===== config.mk =====
export PLATFORM = sky130hd
export DESIGN_NAME = umh_top
export DESIGN_NICKNAME = d
export VERILOG_FILES = /design/src/verilog/umh_pkg.sv /design/src/verilog/umh_top.sv
export VERILOG_INCLUDE_DIRS = /design/src /design/src/verilog
export SDC_FILE = /design/constraint.sdc
export NUM_CORES = 1
export LEC_CHECK = 0
export BUFFER_PORTS_ARGS = -buffer_cell sky130_fd_sc_hd__buf_2
export CORE_MARGIN = 3
export CORE_UTILIZATION = 61
export DETAILED_ROUTE_END_ITERATION = 12
export PLACE_DENSITY = 0.92
export SYNTH_ARGS = -nofsm -noshare
export SYNTH_HDL_FRONTEND = slang
export SYNTH_SLANG_ARGS = --single-unit

===== constraint.sdc =====
create_clock -name clock_in -period 2.05 [get_ports clock_in]
set_input_delay 0 -clock clock_in [delete_from_list [all_inputs] [get_ports clock_in]]
set_output_delay 0 -clock clock_in [all_outputs]
set_load 0.02 [all_outputs]

===== src/verilog/umh_defines.svh =====
// Register offsets, field positions and reset values of the modem handshake block.
// Assumes inclusion by bare name from files under verilog/.
`ifndef UMH_DEFINES_SVH
`define UMH_DEFINES_SVH

`define UMH_ADDR_W 3
`define UMH_DATA_W 8

`define UMH_OFF_INT_EN1 3'h0
`define UMH_OFF_MCR1 3'h1
`define UMH_OFF_MSR1 3'h2
`define UMH_OFF_INT_EN2 3'h3
`define UMH_OFF_MSR2 3'h4
`define UMH_OFF_EVT_STAT 3'h5
`define UMH_OFF_EVT_MASK 3'h6

`define UMH_IER_MODEM_BIT 3
`define UMH_MCTL_DTR_BIT 0
`define UMH_MCTL_RTS_BIT 1
`define UMH_MCTL_LOOP_BIT 4

`define UMH_MSTAT_DCTS_BIT 0
`define UMH_MSTAT_DDSR_BIT 1
`define UMH_MSTAT_DRI_BIT 2
`define UMH_MSTAT_DDCD_BIT 3
`define UMH_MSTAT_CTS_BIT 4
`define UMH_MSTAT_DSR_BIT 5
`define UMH_MSTAT_RI_BIT 6
`define UMH_MSTAT_DCD_BIT 7

`define UMH_PIN_DCD 0
`define UMH_PIN_DSR 1
`define UMH_PIN_CTS 2
`define UMH_PIN_RI 3
`define UMH_PIN_RI2 4
`define UMH_NUM_PINS 5

`define UMH_RST_REG8 8'h00
`define UMH_RST_PINS 5'h1f
`define UMH_RST_DELTA4 4'h0
`define UMH_RST_EVT 5'h00

`endif


===== src/verilog/umh_pkg.sv =====
// Types shared by the modem handshake block.
// Assumes umh_defines.svh is reachable on the include path.
`include "umh_defines.svh"

package umh_pkg;

  // Conditioned modem levels, true when the pin is asserted (low)
  typedef struct packed {
    logic dcd;
    logic ri;
    logic dsr;
    logic cts;
  } umh_modem_s;

  // Change-detect flags of one port, in register bit order 3..0
  typedef struct packed {
    logic ddcd;
    logic dri;
    logic ddsr;
    logic dcts;
  } umh_delta_s;

  typedef logic [`UMH_DATA_W-1:0] umh_byte_t;

endpackage


===== src/verilog/umh_top.sv =====
// Modem control and status handshake for two serial ports, with a byte register port.
// Assumes a single 10 MHz clock, synchronous active-low reset, and a bus master
// that issues one-cycle read or write strobes and never needs a wait state.
`timescale 1ns/1ns

module umh_top
(
  input wire logic clock_in,
  input wire logic rst_n_in,
  input wire logic [`UMH_ADDR_W-1:0] reg_addr_in,
  input wire logic [`UMH_DATA_W-1:0] reg_wdata_in,
  input wire logic reg_wr_in,
  input wire logic reg_rd_in,
  input wire logic carrier_detect_in_n,
  input wire logic set_ready_in_n,
  input wire logic clear_to_send_in_n,
  input wire logic ring_indicate_in_n,
  input wire logic port2_ring_indicate_in_n,
  input wire logic tx_data_in,
  output logic [`UMH_DATA_W-1:0] reg_rdata_out,
  output logic port1_serial_out,
  output logic request_to_send_out_n,
  output logic terminal_ready_out_n,
  output logic port1_irq_out,
  output logic port2_irq_out,
  output logic irq_out
);

  localparam int NP = `UMH_NUM_PINS;

  function automatic logic [3:0] sticky4(input logic [3:0] cur, input logic [3:0] set, input logic clr);
    // Set wins over a clear in the same cycle
    sticky4 = (cur & {4{~clr}}) | set;
  endfunction

  function automatic logic [NP-1:0] agree(input logic [NP-1:0] s2, input logic [NP-1:0] s3,
                                          input logic [NP-1:0] held);
    agree = (~(s2 ^ s3) & s3) | ((s2 ^ s3) & held);
  endfunction

  // Pin conditioning: three stages, level accepted once stages two and three agree
  logic [NP-1:0] pins_raw;
  logic [NP-1:0] sync1_q;
  logic [NP-1:0] sync2_q;
  logic [NP-1:0] sync3_q;
  logic [NP-1:0] lvl_q;
  logic [NP-1:0] lvl_d;
  logic [NP-1:0] pin_rise;
  logic [NP-1:0] pin_change;

  assign pins_raw[`UMH_PIN_DCD] = carrier_detect_in_n;
  assign pins_raw[`UMH_PIN_DSR] = set_ready_in_n;
  assign pins_raw[`UMH_PIN_CTS] = clear_to_send_in_n;
  assign pins_raw[`UMH_PIN_RI] = ring_indicate_in_n;
  assign pins_raw[`UMH_PIN_RI2] = port2_ring_indicate_in_n;

  assign lvl_d = agree(sync2_q, sync3_q, lvl_q);
  assign pin_rise = lvl_d & ~lvl_q;
  assign pin_change = lvl_d ^ lvl_q;

  always_ff @(posedge clock_in)
  begin
    if (!rst_n_in)
    begin
      sync1_q <= `UMH_RST_PINS;
      sync2_q <= `UMH_RST_PINS;
      sync3_q <= `UMH_RST_PINS;
      lvl_q <= `UMH_RST_PINS;
    end
    else
    begin
      sync1_q <= pins_raw;
      sync2_q <= sync1_q;
      sync3_q <= sync2_q;
      lvl_q <= lvl_d;
    end
  end

  // Asserted levels, as software sees them
  umh_pkg::umh_modem_s mdm1;
  logic ri2_on;

  assign mdm1.dcd = ~lvl_q[`UMH_PIN_DCD];
  assign mdm1.dsr = ~lvl_q[`UMH_PIN_DSR];
  assign mdm1.cts = ~lvl_q[`UMH_PIN_CTS];
  assign mdm1.ri = ~lvl_q[`UMH_PIN_RI];
  assign ri2_on = ~lvl_q[`UMH_PIN_RI2];

  // Register decode
  wire sel_en1 = (reg_addr_in == `UMH_OFF_INT_EN1);
  wire sel_mcr1 = (reg_addr_in == `UMH_OFF_MCR1);
  wire sel_msr1 = (reg_addr_in == `UMH_OFF_MSR1);
  wire sel_en2 = (reg_addr_in == `UMH_OFF_INT_EN2);
  wire sel_msr2 = (reg_addr_in == `UMH_OFF_MSR2);
  wire sel_stat = (reg_addr_in == `UMH_OFF_EVT_STAT);
  wire sel_mask = (reg_addr_in == `UMH_OFF_EVT_MASK);

  wire wr_en1 = reg_wr_in & sel_en1;
  wire wr_mcr1 = reg_wr_in & sel_mcr1;
  wire wr_en2 = reg_wr_in & sel_en2;
  wire wr_stat = reg_wr_in & sel_stat;
  wire wr_mask = reg_wr_in & sel_mask;
  wire rd_msr1 = reg_rd_in & sel_msr1;
  wire rd_msr2 = reg_rd_in & sel_msr2;

  // Software control registers
  umh_pkg::umh_byte_t int_en1_q;
  umh_pkg::umh_byte_t int_en2_q;
  umh_pkg::umh_byte_t mcr1_q;
  logic [NP-1:0] evt_mask_q;

  always_ff @(posedge clock_in)
  begin
    if (!rst_n_in)
    begin
      int_en1_q <= `UMH_RST_REG8;
      int_en2_q <= `UMH_RST_REG8;
      mcr1_q <= `UMH_RST_REG8;
      evt_mask_q <= `UMH_RST_EVT;
    end
    else
    begin
      if (wr_en1)
      begin
        int_en1_q <= reg_wdata_in;
      end
      if (wr_en2)
      begin
        int_en2_q <= reg_wdata_in;
      end
      if (wr_mcr1)
      begin
        mcr1_q <= reg_wdata_in;
      end
      if (wr_mask)
      begin
        evt_mask_q <= reg_wdata_in[NP-1:0];
      end
    end
  end

  // Change-detect flags, cleared by reading the owning status register
  umh_pkg::umh_delta_s delta1_q;
  umh_pkg::umh_delta_s delta1_d;
  umh_pkg::umh_delta_s delta1_set;
  logic [3:0] delta2_q;
  logic [3:0] delta2_d;
  logic [3:0] delta2_set;

  assign delta1_set.ddcd = pin_rise[`UMH_PIN_DCD];
  assign delta1_set.ddsr = pin_rise[`UMH_PIN_DSR];
  assign delta1_set.dcts = pin_rise[`UMH_PIN_CTS];
  assign delta1_set.dri = pin_rise[`UMH_PIN_RI];
  assign delta2_set = {1'b0, pin_rise[`UMH_PIN_RI2], 2'b00};

  assign delta1_d = sticky4(delta1_q, delta1_set, rd_msr1);
  assign delta2_d = sticky4(delta2_q, delta2_set, rd_msr2);

  always_ff @(posedge clock_in)
  begin
    if (!rst_n_in)
    begin
      delta1_q <= `UMH_RST_DELTA4;
      delta2_q <= `UMH_RST_DELTA4;
    end
    else
    begin
      delta1_q <= delta1_d;
      delta2_q <= delta2_d;
    end
  end

  // Sticky change events, any direction, write one to clear
  logic [NP-1:0] evt_stat_q;
  logic [NP-1:0] evt_stat_d;
  logic [NP-1:0] evt_clr;

  assign evt_clr = wr_stat ? reg_wdata_in[NP-1:0] : `UMH_RST_EVT;
  assign evt_stat_d = (evt_stat_q & ~evt_clr) | pin_change;

  always_ff @(posedge clock_in)
  begin
    if (!rst_n_in)
    begin
      evt_stat_q <= `UMH_RST_EVT;
    end
    else
    begin
      evt_stat_q <= evt_stat_d;
    end
  end

  // Status register images
  umh_pkg::umh_byte_t msr1_img;
  umh_pkg::umh_byte_t msr2_img;

  assign msr1_img[`UMH_MSTAT_DCD_BIT] = mdm1.dcd;
  assign msr1_img[`UMH_MSTAT_RI_BIT] = mdm1.ri;
  assign msr1_img[`UMH_MSTAT_DSR_BIT] = mdm1.dsr;
  assign msr1_img[`UMH_MSTAT_CTS_BIT] = mdm1.cts;
  assign msr1_img[`UMH_MSTAT_DDCD_BIT] = delta1_q.ddcd;
  assign msr1_img[`UMH_MSTAT_DRI_BIT] = delta1_q.dri;
  assign msr1_img[`UMH_MSTAT_DDSR_BIT] = delta1_q.ddsr;
  assign msr1_img[`UMH_MSTAT_DCTS_BIT] = delta1_q.dcts;

  // Port two has only the ring input in this block
  assign msr2_img = {1'b0, ri2_on, 2'b00, delta2_q};

  // Read data, valid only in the cycle after the strobe
  umh_pkg::umh_byte_t rdata_d;
  umh_pkg::umh_byte_t rdata_q;

  always_comb
  begin
    rdata_d = `UMH_RST_REG8;
    if (reg_rd_in)
    begin
      unique case (1'b1)
        sel_en1: rdata_d = int_en1_q;
        sel_mcr1: rdata_d = mcr1_q;
        sel_msr1: rdata_d = msr1_img;
        sel_en2: rdata_d = int_en2_q;
        sel_msr2: rdata_d = msr2_img;
        sel_stat: rdata_d = {{(`UMH_DATA_W-NP){1'b0}}, evt_stat_q};
        sel_mask: rdata_d = {{(`UMH_DATA_W-NP){1'b0}}, evt_mask_q};
        default: rdata_d = `UMH_RST_REG8;
      endcase
    end
  end

  always_ff @(posedge clock_in)
  begin
    if (!rst_n_in)
    begin
      rdata_q <= `UMH_RST_REG8;
    end
    else
    begin
      rdata_q <= rdata_d;
    end
  end

  assign reg_rdata_out = rdata_q;

  // Handshake outputs; loopback keeps the modem side idle
  wire loop_on = mcr1_q[`UMH_MCTL_LOOP_BIT];
  logic rts_n_d;
  logic dtr_n_d;
  logic rts_n_q;
  logic dtr_n_q;

  assign rts_n_d = loop_on | ~mcr1_q[`UMH_MCTL_RTS_BIT];
  assign dtr_n_d = loop_on | ~mcr1_q[`UMH_MCTL_DTR_BIT];

  always_ff @(posedge clock_in)
  begin
    if (!rst_n_in)
    begin
      rts_n_q <= 1'b1;
      dtr_n_q <= 1'b1;
    end
    else
    begin
      rts_n_q <= rts_n_d;
      dtr_n_q <= dtr_n_d;
    end
  end

  assign request_to_send_out_n = rts_n_q;
  assign terminal_ready_out_n = dtr_n_q;

  // Transmit path ignores clear to send; flow control is left to software
  logic txd_d;
  logic txd_q;

  assign txd_d = loop_on | tx_data_in;

  always_ff @(posedge clock_in)
  begin
    if (!rst_n_in)
    begin
      txd_q <= 1'b1;
    end
    else
    begin
      txd_q <= txd_d;
    end
  end

  assign port1_serial_out = txd_q;

  // Interrupts
  logic [NP-1:0] evt_stat_nxt_any;
  logic p1_irq_d;
  logic p2_irq_d;
  logic irq_d;
  logic p1_irq_q;
  logic p2_irq_q;
  logic irq_q;

  assign evt_stat_nxt_any = evt_stat_q;
  assign p1_irq_d = int_en1_q[`UMH_IER_MODEM_BIT] & (|evt_stat_nxt_any[`UMH_PIN_RI:`UMH_PIN_DCD]);
  assign p2_irq_d = int_en2_q[`UMH_IER_MODEM_BIT] & evt_stat_nxt_any[`UMH_PIN_RI2];
  assign irq_d = |(evt_stat_q & evt_mask_q);

  always_ff @(posedge clock_in)
  begin
    if (!rst_n_in)
    begin
      p1_irq_q <= 1'b0;
      p2_irq_q <= 1'b0;
      irq_q <= 1'b0;
    end
    else
    begin
      p1_irq_q <= p1_irq_d;
      p2_irq_q <= p2_irq_d;
      irq_q <= irq_d;
    end
  end

  assign port1_irq_out = p1_irq_q;
  assign port2_irq_out = p2_irq_q;
  assign irq_out = irq_q;

endmodule


==> flow_summary.ini, run 1 <==
[logic_synthesis]
yosysMostFrequentCell = dfxtp_1
synth_top_area_share_pct = 49.47
synthCells = 320
synth_common_cells = dfxtp_1, nand2_1, a21boi_0
ys_ff_latch = 76
synth-edff-count = 0
synthesis.area_um2 = 3075
synth_area_per_cell_um2 = 9.611
async_flop_share_pct = 0
synth_top_area_cell = dfxtp_1
syn-num-nets = 346
ys_top_cells_by_area = dfxtp_1, nand2_1, a21boi_0
synthFlopType = dfxtp_1
yosys_warnings = 0
ys_seq_area_share_pct = 49.47
synth.distinct_cells = 39

[timing]
relSlewSlack_pct = 62.95
setup_viol = 0
slew_violations = 0
rsz0062_at_grt = no
hold_viol_final = 0
layout_min_cycle_time_ns = 1.236
fin_skew_ns = 0.006894
tightest_slew_ns = 0.5558
hold_ws_ns = 0.04147
clock.fmax_ghz = 0.8090
period_share_pct = 60.29
tns_ns = 0

[placed_design]
dp_hpwl_mm = 4.506
io_buffers = 34
dp.cells = 407
dpl_cell_area_um2 = 3231
gp_congestion = 0.9215

[worst_hold_path]
holdCritStartpoint = rst_n_in
hp-class = in -> reg

[layout]
stdcell_area_um2 = 3607
num-nets-final = 391
seqCellArea_um2 = 1521
multi_input_area_um2 = 1425
num_antenna_cells = 0
syn_to_final_growth_pct = 17.29
drive_gt1_share_pct = 16.22
fillerInstances = 334
stdcell_count = 437

[grt]
grt_pass1_wl_mm = 11.45
grt_usage_pct = 24.43
grt_start_max_net_pins = 52
grt-ovfl-total = 0
grt_pass1_vias = 2403
antenna_found_initial = 0

[die]
die_w_um = 77.01
dieArea_um2 = 5930
core_um2 = 4786
pin_count = 35
start_util_pct = 64.26
rows = 25
fp.dieH_um = 77.01

[clock_network]
path_clk_slew_ns = 0.07
tritoncts = yes
insertion_delay_ns = 0.34
root_buffer = clkbuf_8
clk_path_buf_depth = 2
cts_hold_buf = 14
numCtsBuffers = 9
ctsResizeCount = 0
cts.sinks = 76
post_cts_buffers = 0
cts_max_level = 3

[worst_setup_path]
crit_arrival_ns = 1.50
required_ns = 2.31
critPathCaptureType = flop
worst_path_max_delay_cell = maj3_1
crit_path_start = lvl_q[1]
cpLargestDelayFamily = adder cells
start_kind = flop
setup.worst_path.class = reg -> reg
max_stage_delay_ns = 0.39
crit_chain = maj3_1 > ha_1 > a21boi_0
critPathMaxFanout = 2
rr_startpoint = lvl_q[1]
path_buf_inv = 0

[route]
vias_per_cell = 5.492
drt_iter0_drc = 265
dr.pass1.iters = 4
drt_wl_total_mm = 6.777
via_count = 2400
drc = 0
avgRoutedWirePerCell_um = 15.51
ant_nets = 0

[job]
cap_violations = 0

[power_and_ir_drop]
irDropWorstVdd_uv = 549.1
p_leak_nw = 1.440
p_per_area_nw_per_um2 = 835.3

[run_status]
outcome = completed
## final cells by class
type | count | share of cell area [%]
Clock inverter | 3 | 1.873
Tap cell | 67 | 2.324
Multi-Input combinational cell | 223 | 39.51
Inverter | 6 | 0.6243
Sequential cell | 76 | 42.18
Clock buffer | 13 | 4.683
Timing Repair Buffer | 49 | 8.810
## registers in the layout (all words and copies together), names as in the netlist
register / count
evt_stat_nxt_any: 5
lvl_q: 5
port2_irq_out: 1
port1_serial_out: 1
irq_out: 1
int_en2_q: 8
mcr1_q: 8
terminal_ready_out_n: 1
reg_rdata_out: 8
delta2_q: 4
request_to_send_out_n: 1
sync3_q: 5
int_en1_q: 8
sync2_q: 5
evt_mask_q: 5
sync1_q: 5
port1_irq_out: 1
delta1_q: 4
## cells in the final DEF (no fill, tap or decap), types with 2 or more instances in the layout
cell and count:
inv_1 6, bufinv_16 2, mux4_1 2, and3_1 4, ha_1 5, nor2b_1 15
a21oi_1 13, o21ai_0 6, nand2b_1 24, mux2_2 6, buf_2 34, mux2i_1 10
nand2_1 70, a21boi_0 29, clkbuf_8 12, nand3_1 4, dfxtp_1 76, dlygate4sd3_1 14
nor3b_1 2, a22oi_1 3, a221oi_1 2, maj3_1 5, and2_1 3, nor2_1 6
and2b_1 2
## path summary, 6_finish.rpt
kind / end / slack [ns] / cells after the start
min reg2reg: sync2_q[3] / 0.41 / 1
min: mcr1_q[4] / 0.04 / 2
max: evt_stat_nxt_any[1] / 0.81 / 3
max reg2reg: evt_stat_nxt_any[1] / 0.81 / 3
## logic make-up after synthesis
family	Yosys count	share of synthesized area [%]
muxes	19	7.893
buffers and inverters	21	4.190
DFF	76	49.47
adders and majority gates	10	3.662
AOI/OAI and AO/OA	57	12.53
and+or+nand+nor	137	22.25
## metal layers
| layer | GRT usage [%] | share of wire (%) | up-vias |
|---|---|---|---|
| li1 | - | - | 1168 |
| met1 | 30.43 | 42 | 1119 |
| met2 | 41.81 | 50 | 99 |
| met3 | 3.991 | 6.1 | 14 |
| met4 | 10.50 | 2.2 | 0 |
| met5 | 0 | 0 | - |
## metrics by stage
stage	total power, mW	setup slack, ns	utilization, %
3_5_place_dp	1.723	0.6424	67.50
4_1_cts	3.027	0.7931	75.37
6_report	3.013	0.8140	75.37
2_1_floorplan	1.675	0.9349	-
3_3_place_gp	1.717	0.7244	67.50
5_1_grt	3.113	0.6977	75.37
## where the power goes
group	total [mW]	internal [mW]	switching, mW
Clock	1.30	0.786	0.514
Sequential	1.52	1.51	0.0150
Combinational	0.193	0.0857	0.107
No activity file was read; power rests on OpenSTA's default activity.
==> run 2, diff against run 1 <==
Settings changed: ABC_AREA set to 1, CORE_UTILIZATION 61 to 57, PLACE_DENSITY 0.92 to 0.87.
Clock period 2.05 ns to 1.3 ns, I/O delays scaled along.
==> run 2 against run 1 <==
Against the previous run: total power increased by 40%; synthesized area decreased by 3.1%; final cell count increased by 15%; via count increased by 13%; register-to-register slack got worse by 0.73 ns; non-clock buffer count increased by 12; clock skew about the same; critical path depth unchanged; global-route usage increased by 1.2 points; synthesized cell count increased by 19%; clock power increased by 12%; hold slack improved by 0.036 ns; critical path type unchanged; critical endpoint is now evt_stat_nxt_any[4]; highest routed layer unchanged.
==> flow_summary.ini, run 2 <==
[run_status]
outcome = completed

[logic_synthesis]
synth_top_area_share_pct = 51.05
synthCells = 380
synth_area_per_cell_um2 = 7.843
synthesis.area_um2 = 2980
syn-num-nets = 406
ys_top_cells_by_area = dfxtp_1, a21oi_1, nor2_1
synthFlopType = dfxtp_1
synth_top_area_cell = dfxtp_1
synth.distinct_cells = 24
synth-edff-count = 0
yosys_warnings = 0
ys_seq_area_share_pct = 51.05
async_flop_share_pct = 0
yosysMostFrequentCell = dfxtp_1
ys_ff_latch = 76
synth_common_cells = dfxtp_1, nor2_1, nand2_1

[worst_setup_path]
max_stage_delay_ns = 0.39
worst_path_max_delay_cell = maj3_1
crit_chain = maj3_1 > ha_1 > a21oi_1
crit_arrival_ns = 1.49
critPathCaptureType = flop
setup.worst_path.class = reg -> reg
cpLargestDelayFamily = adder cells
required_ns = 1.57
start_kind = flop
critPathMaxFanout = 2
path_buf_inv = 0

[power_and_ir_drop]
p_leak_nw = 1.526
irDropWorstVdd_uv = 715.9
p_per_area_nw_per_um2 = 1187
p_total_mw = 4.227

[route]
ant_nets = 0
dr.pass1.iters = 5
vias_per_cell = 5.391
drt_iter0_drc = 365
drt_wl_total_mm = 7.173
avgRoutedWirePerCell_um = 14.23
drc = 0
via_count = 2717

[die]
dieArea_um2 = 6132
pin_count = 35
rows = 25
start_util_pct = 61.08
die_w_um = 78.31
fp.dieH_um = 78.31
core_um2 = 4880

[timing]
relSlewSlack_pct = 74.76
layout_min_cycle_time_ns = 1.213
hold_viol_final = 0
fin_ws_ns = 0.08694
tns_ns = 0
period_share_pct = 93.31
rsz0062_at_grt = no
clock.fmax_ghz = 0.8244
setup_viol = 0
slew_violations = 0
tightest_slew_ns = 0.3781
fin_skew_ns = 0.007190

[worst_hold_path]
hp-class = in -> reg

[layout]
final_cell_mix = dfxtp_1, nor2_1, nand2_1, a21oi_1
num_antenna_cells = 0
syn_to_final_growth_pct = 19.44
drive_gt1_share_pct = 19.45
num-nets-final = 459
fillerInstances = 400
final_common_cell = dfxtp_1

[clock_network]
insertion_delay_ns = 0.34
post_cts_buffers = 0
clk_path_buf_depth = 2
cts_max_level = 3
numCtsBuffers = 9
tritoncts = yes
cts.sinks = 76
path_clk_slew_ns = 0.07
root_buffer = clkbuf_8

[grt]
grt_pass1_wl_mm = 11.94
grt-ovfl-total = 0
grt_usage_pct = 25.60
grt_start_max_net_pins = 31
antenna_found_initial = 0
grt_pass1_vias = 2478

[placed_design]
dp_hpwl_mm = 5.128
gp_congestion = 0.9337
dpl_worst_slack_ns = 0.1189
io_buffers = 34

[job]
cap_violations = 0
## run 2: area by class of cell
class / count / area [um2] / share of cell area (%)
flip-flops and latches: 76 / 1521 / 42.74
clock inverters: 3 / 15.01 / 0.4218
inverters: 39 / 146.4 / 4.112
repair buffers: 61 / 422.9 / 11.88
clock buffers: 12 / 135.1 / 3.796
multi-input cells: 246 / 1235 / 34.69
well taps: 67 / 83.83 / 2.355
## run 2: routing by layer
| metal | share of wire, % | GRT usage, % |
|---|---|---|
| met1 | 43 | 34.57 |
| met2 | 45 | 38.10 |
| met3 | 8.9 | 6.422 |
| met4 | 2.6 | 12.76 |
| met5 | 0 | 0 |
## run 2: worst paths after layout
path | from | end | slack (ns) | cells past startpoint
worst min-delay path | reg_rd_in | delta2_q[0] | 0.08 | 4
worst max-delay path | lvl_q[4] | evt_stat_nxt_any[4] | 0.09 | 3
worst min register to register | sync1_q[3] | sync2_q[3] | 0.41 | 1
worst max register to register | lvl_q[4] | evt_stat_nxt_any[4] | 0.09 | 3
## run 2: kinds of logic (layout without fill, tap and decap cells)
group | count (synthesis) | count (layout) | synth area share, %
buf+inv | 58 | 115 | 7.515
simple gates | 169 | 169 | 27.04
flops | 76 | 76 | 51.05
fa+ha+maj | 6 | 6 | 2.435
compound gates | 71 | 71 | 11.97
## run 2: timing repair
action | 4_1_cts | 5_1_grt
gates resized for setup | 0 | 0
hold endpoints to repair | 25 | 0
endpoints found under the setup margin | 0 | 0
hold buffers | 15 | 0
## run 2: power by group
group | switching, mW | internal (mW) | total (mW)
combinational | 0.214 | 0.138 | 0.352
clock | 0.783 | 0.674 | 1.46
sequential | 0.0314 | 2.39 | 2.42
## run 2: worst register-to-register path: cells and delay by family (launching register included)
kind	cells	cell delay, ns
AO/OA/AOI/OAI	1	0.15
adder cells (fa/ha/maj)	2	0.68
flip-flops	1	0.32
## run 2: through the flow
step	utilization [%]	area (um2)	instances	hold slack (ns)
floorplan	-	2980	380	0.08603
global placement	66.79	3259	474	0.1723
detailed placement	66.79	3259	474	0.1783
CTS	72.95	3560	504	0.06142
global route	72.95	3560	504	0.1042
finish	72.95	3560	504	0.07729
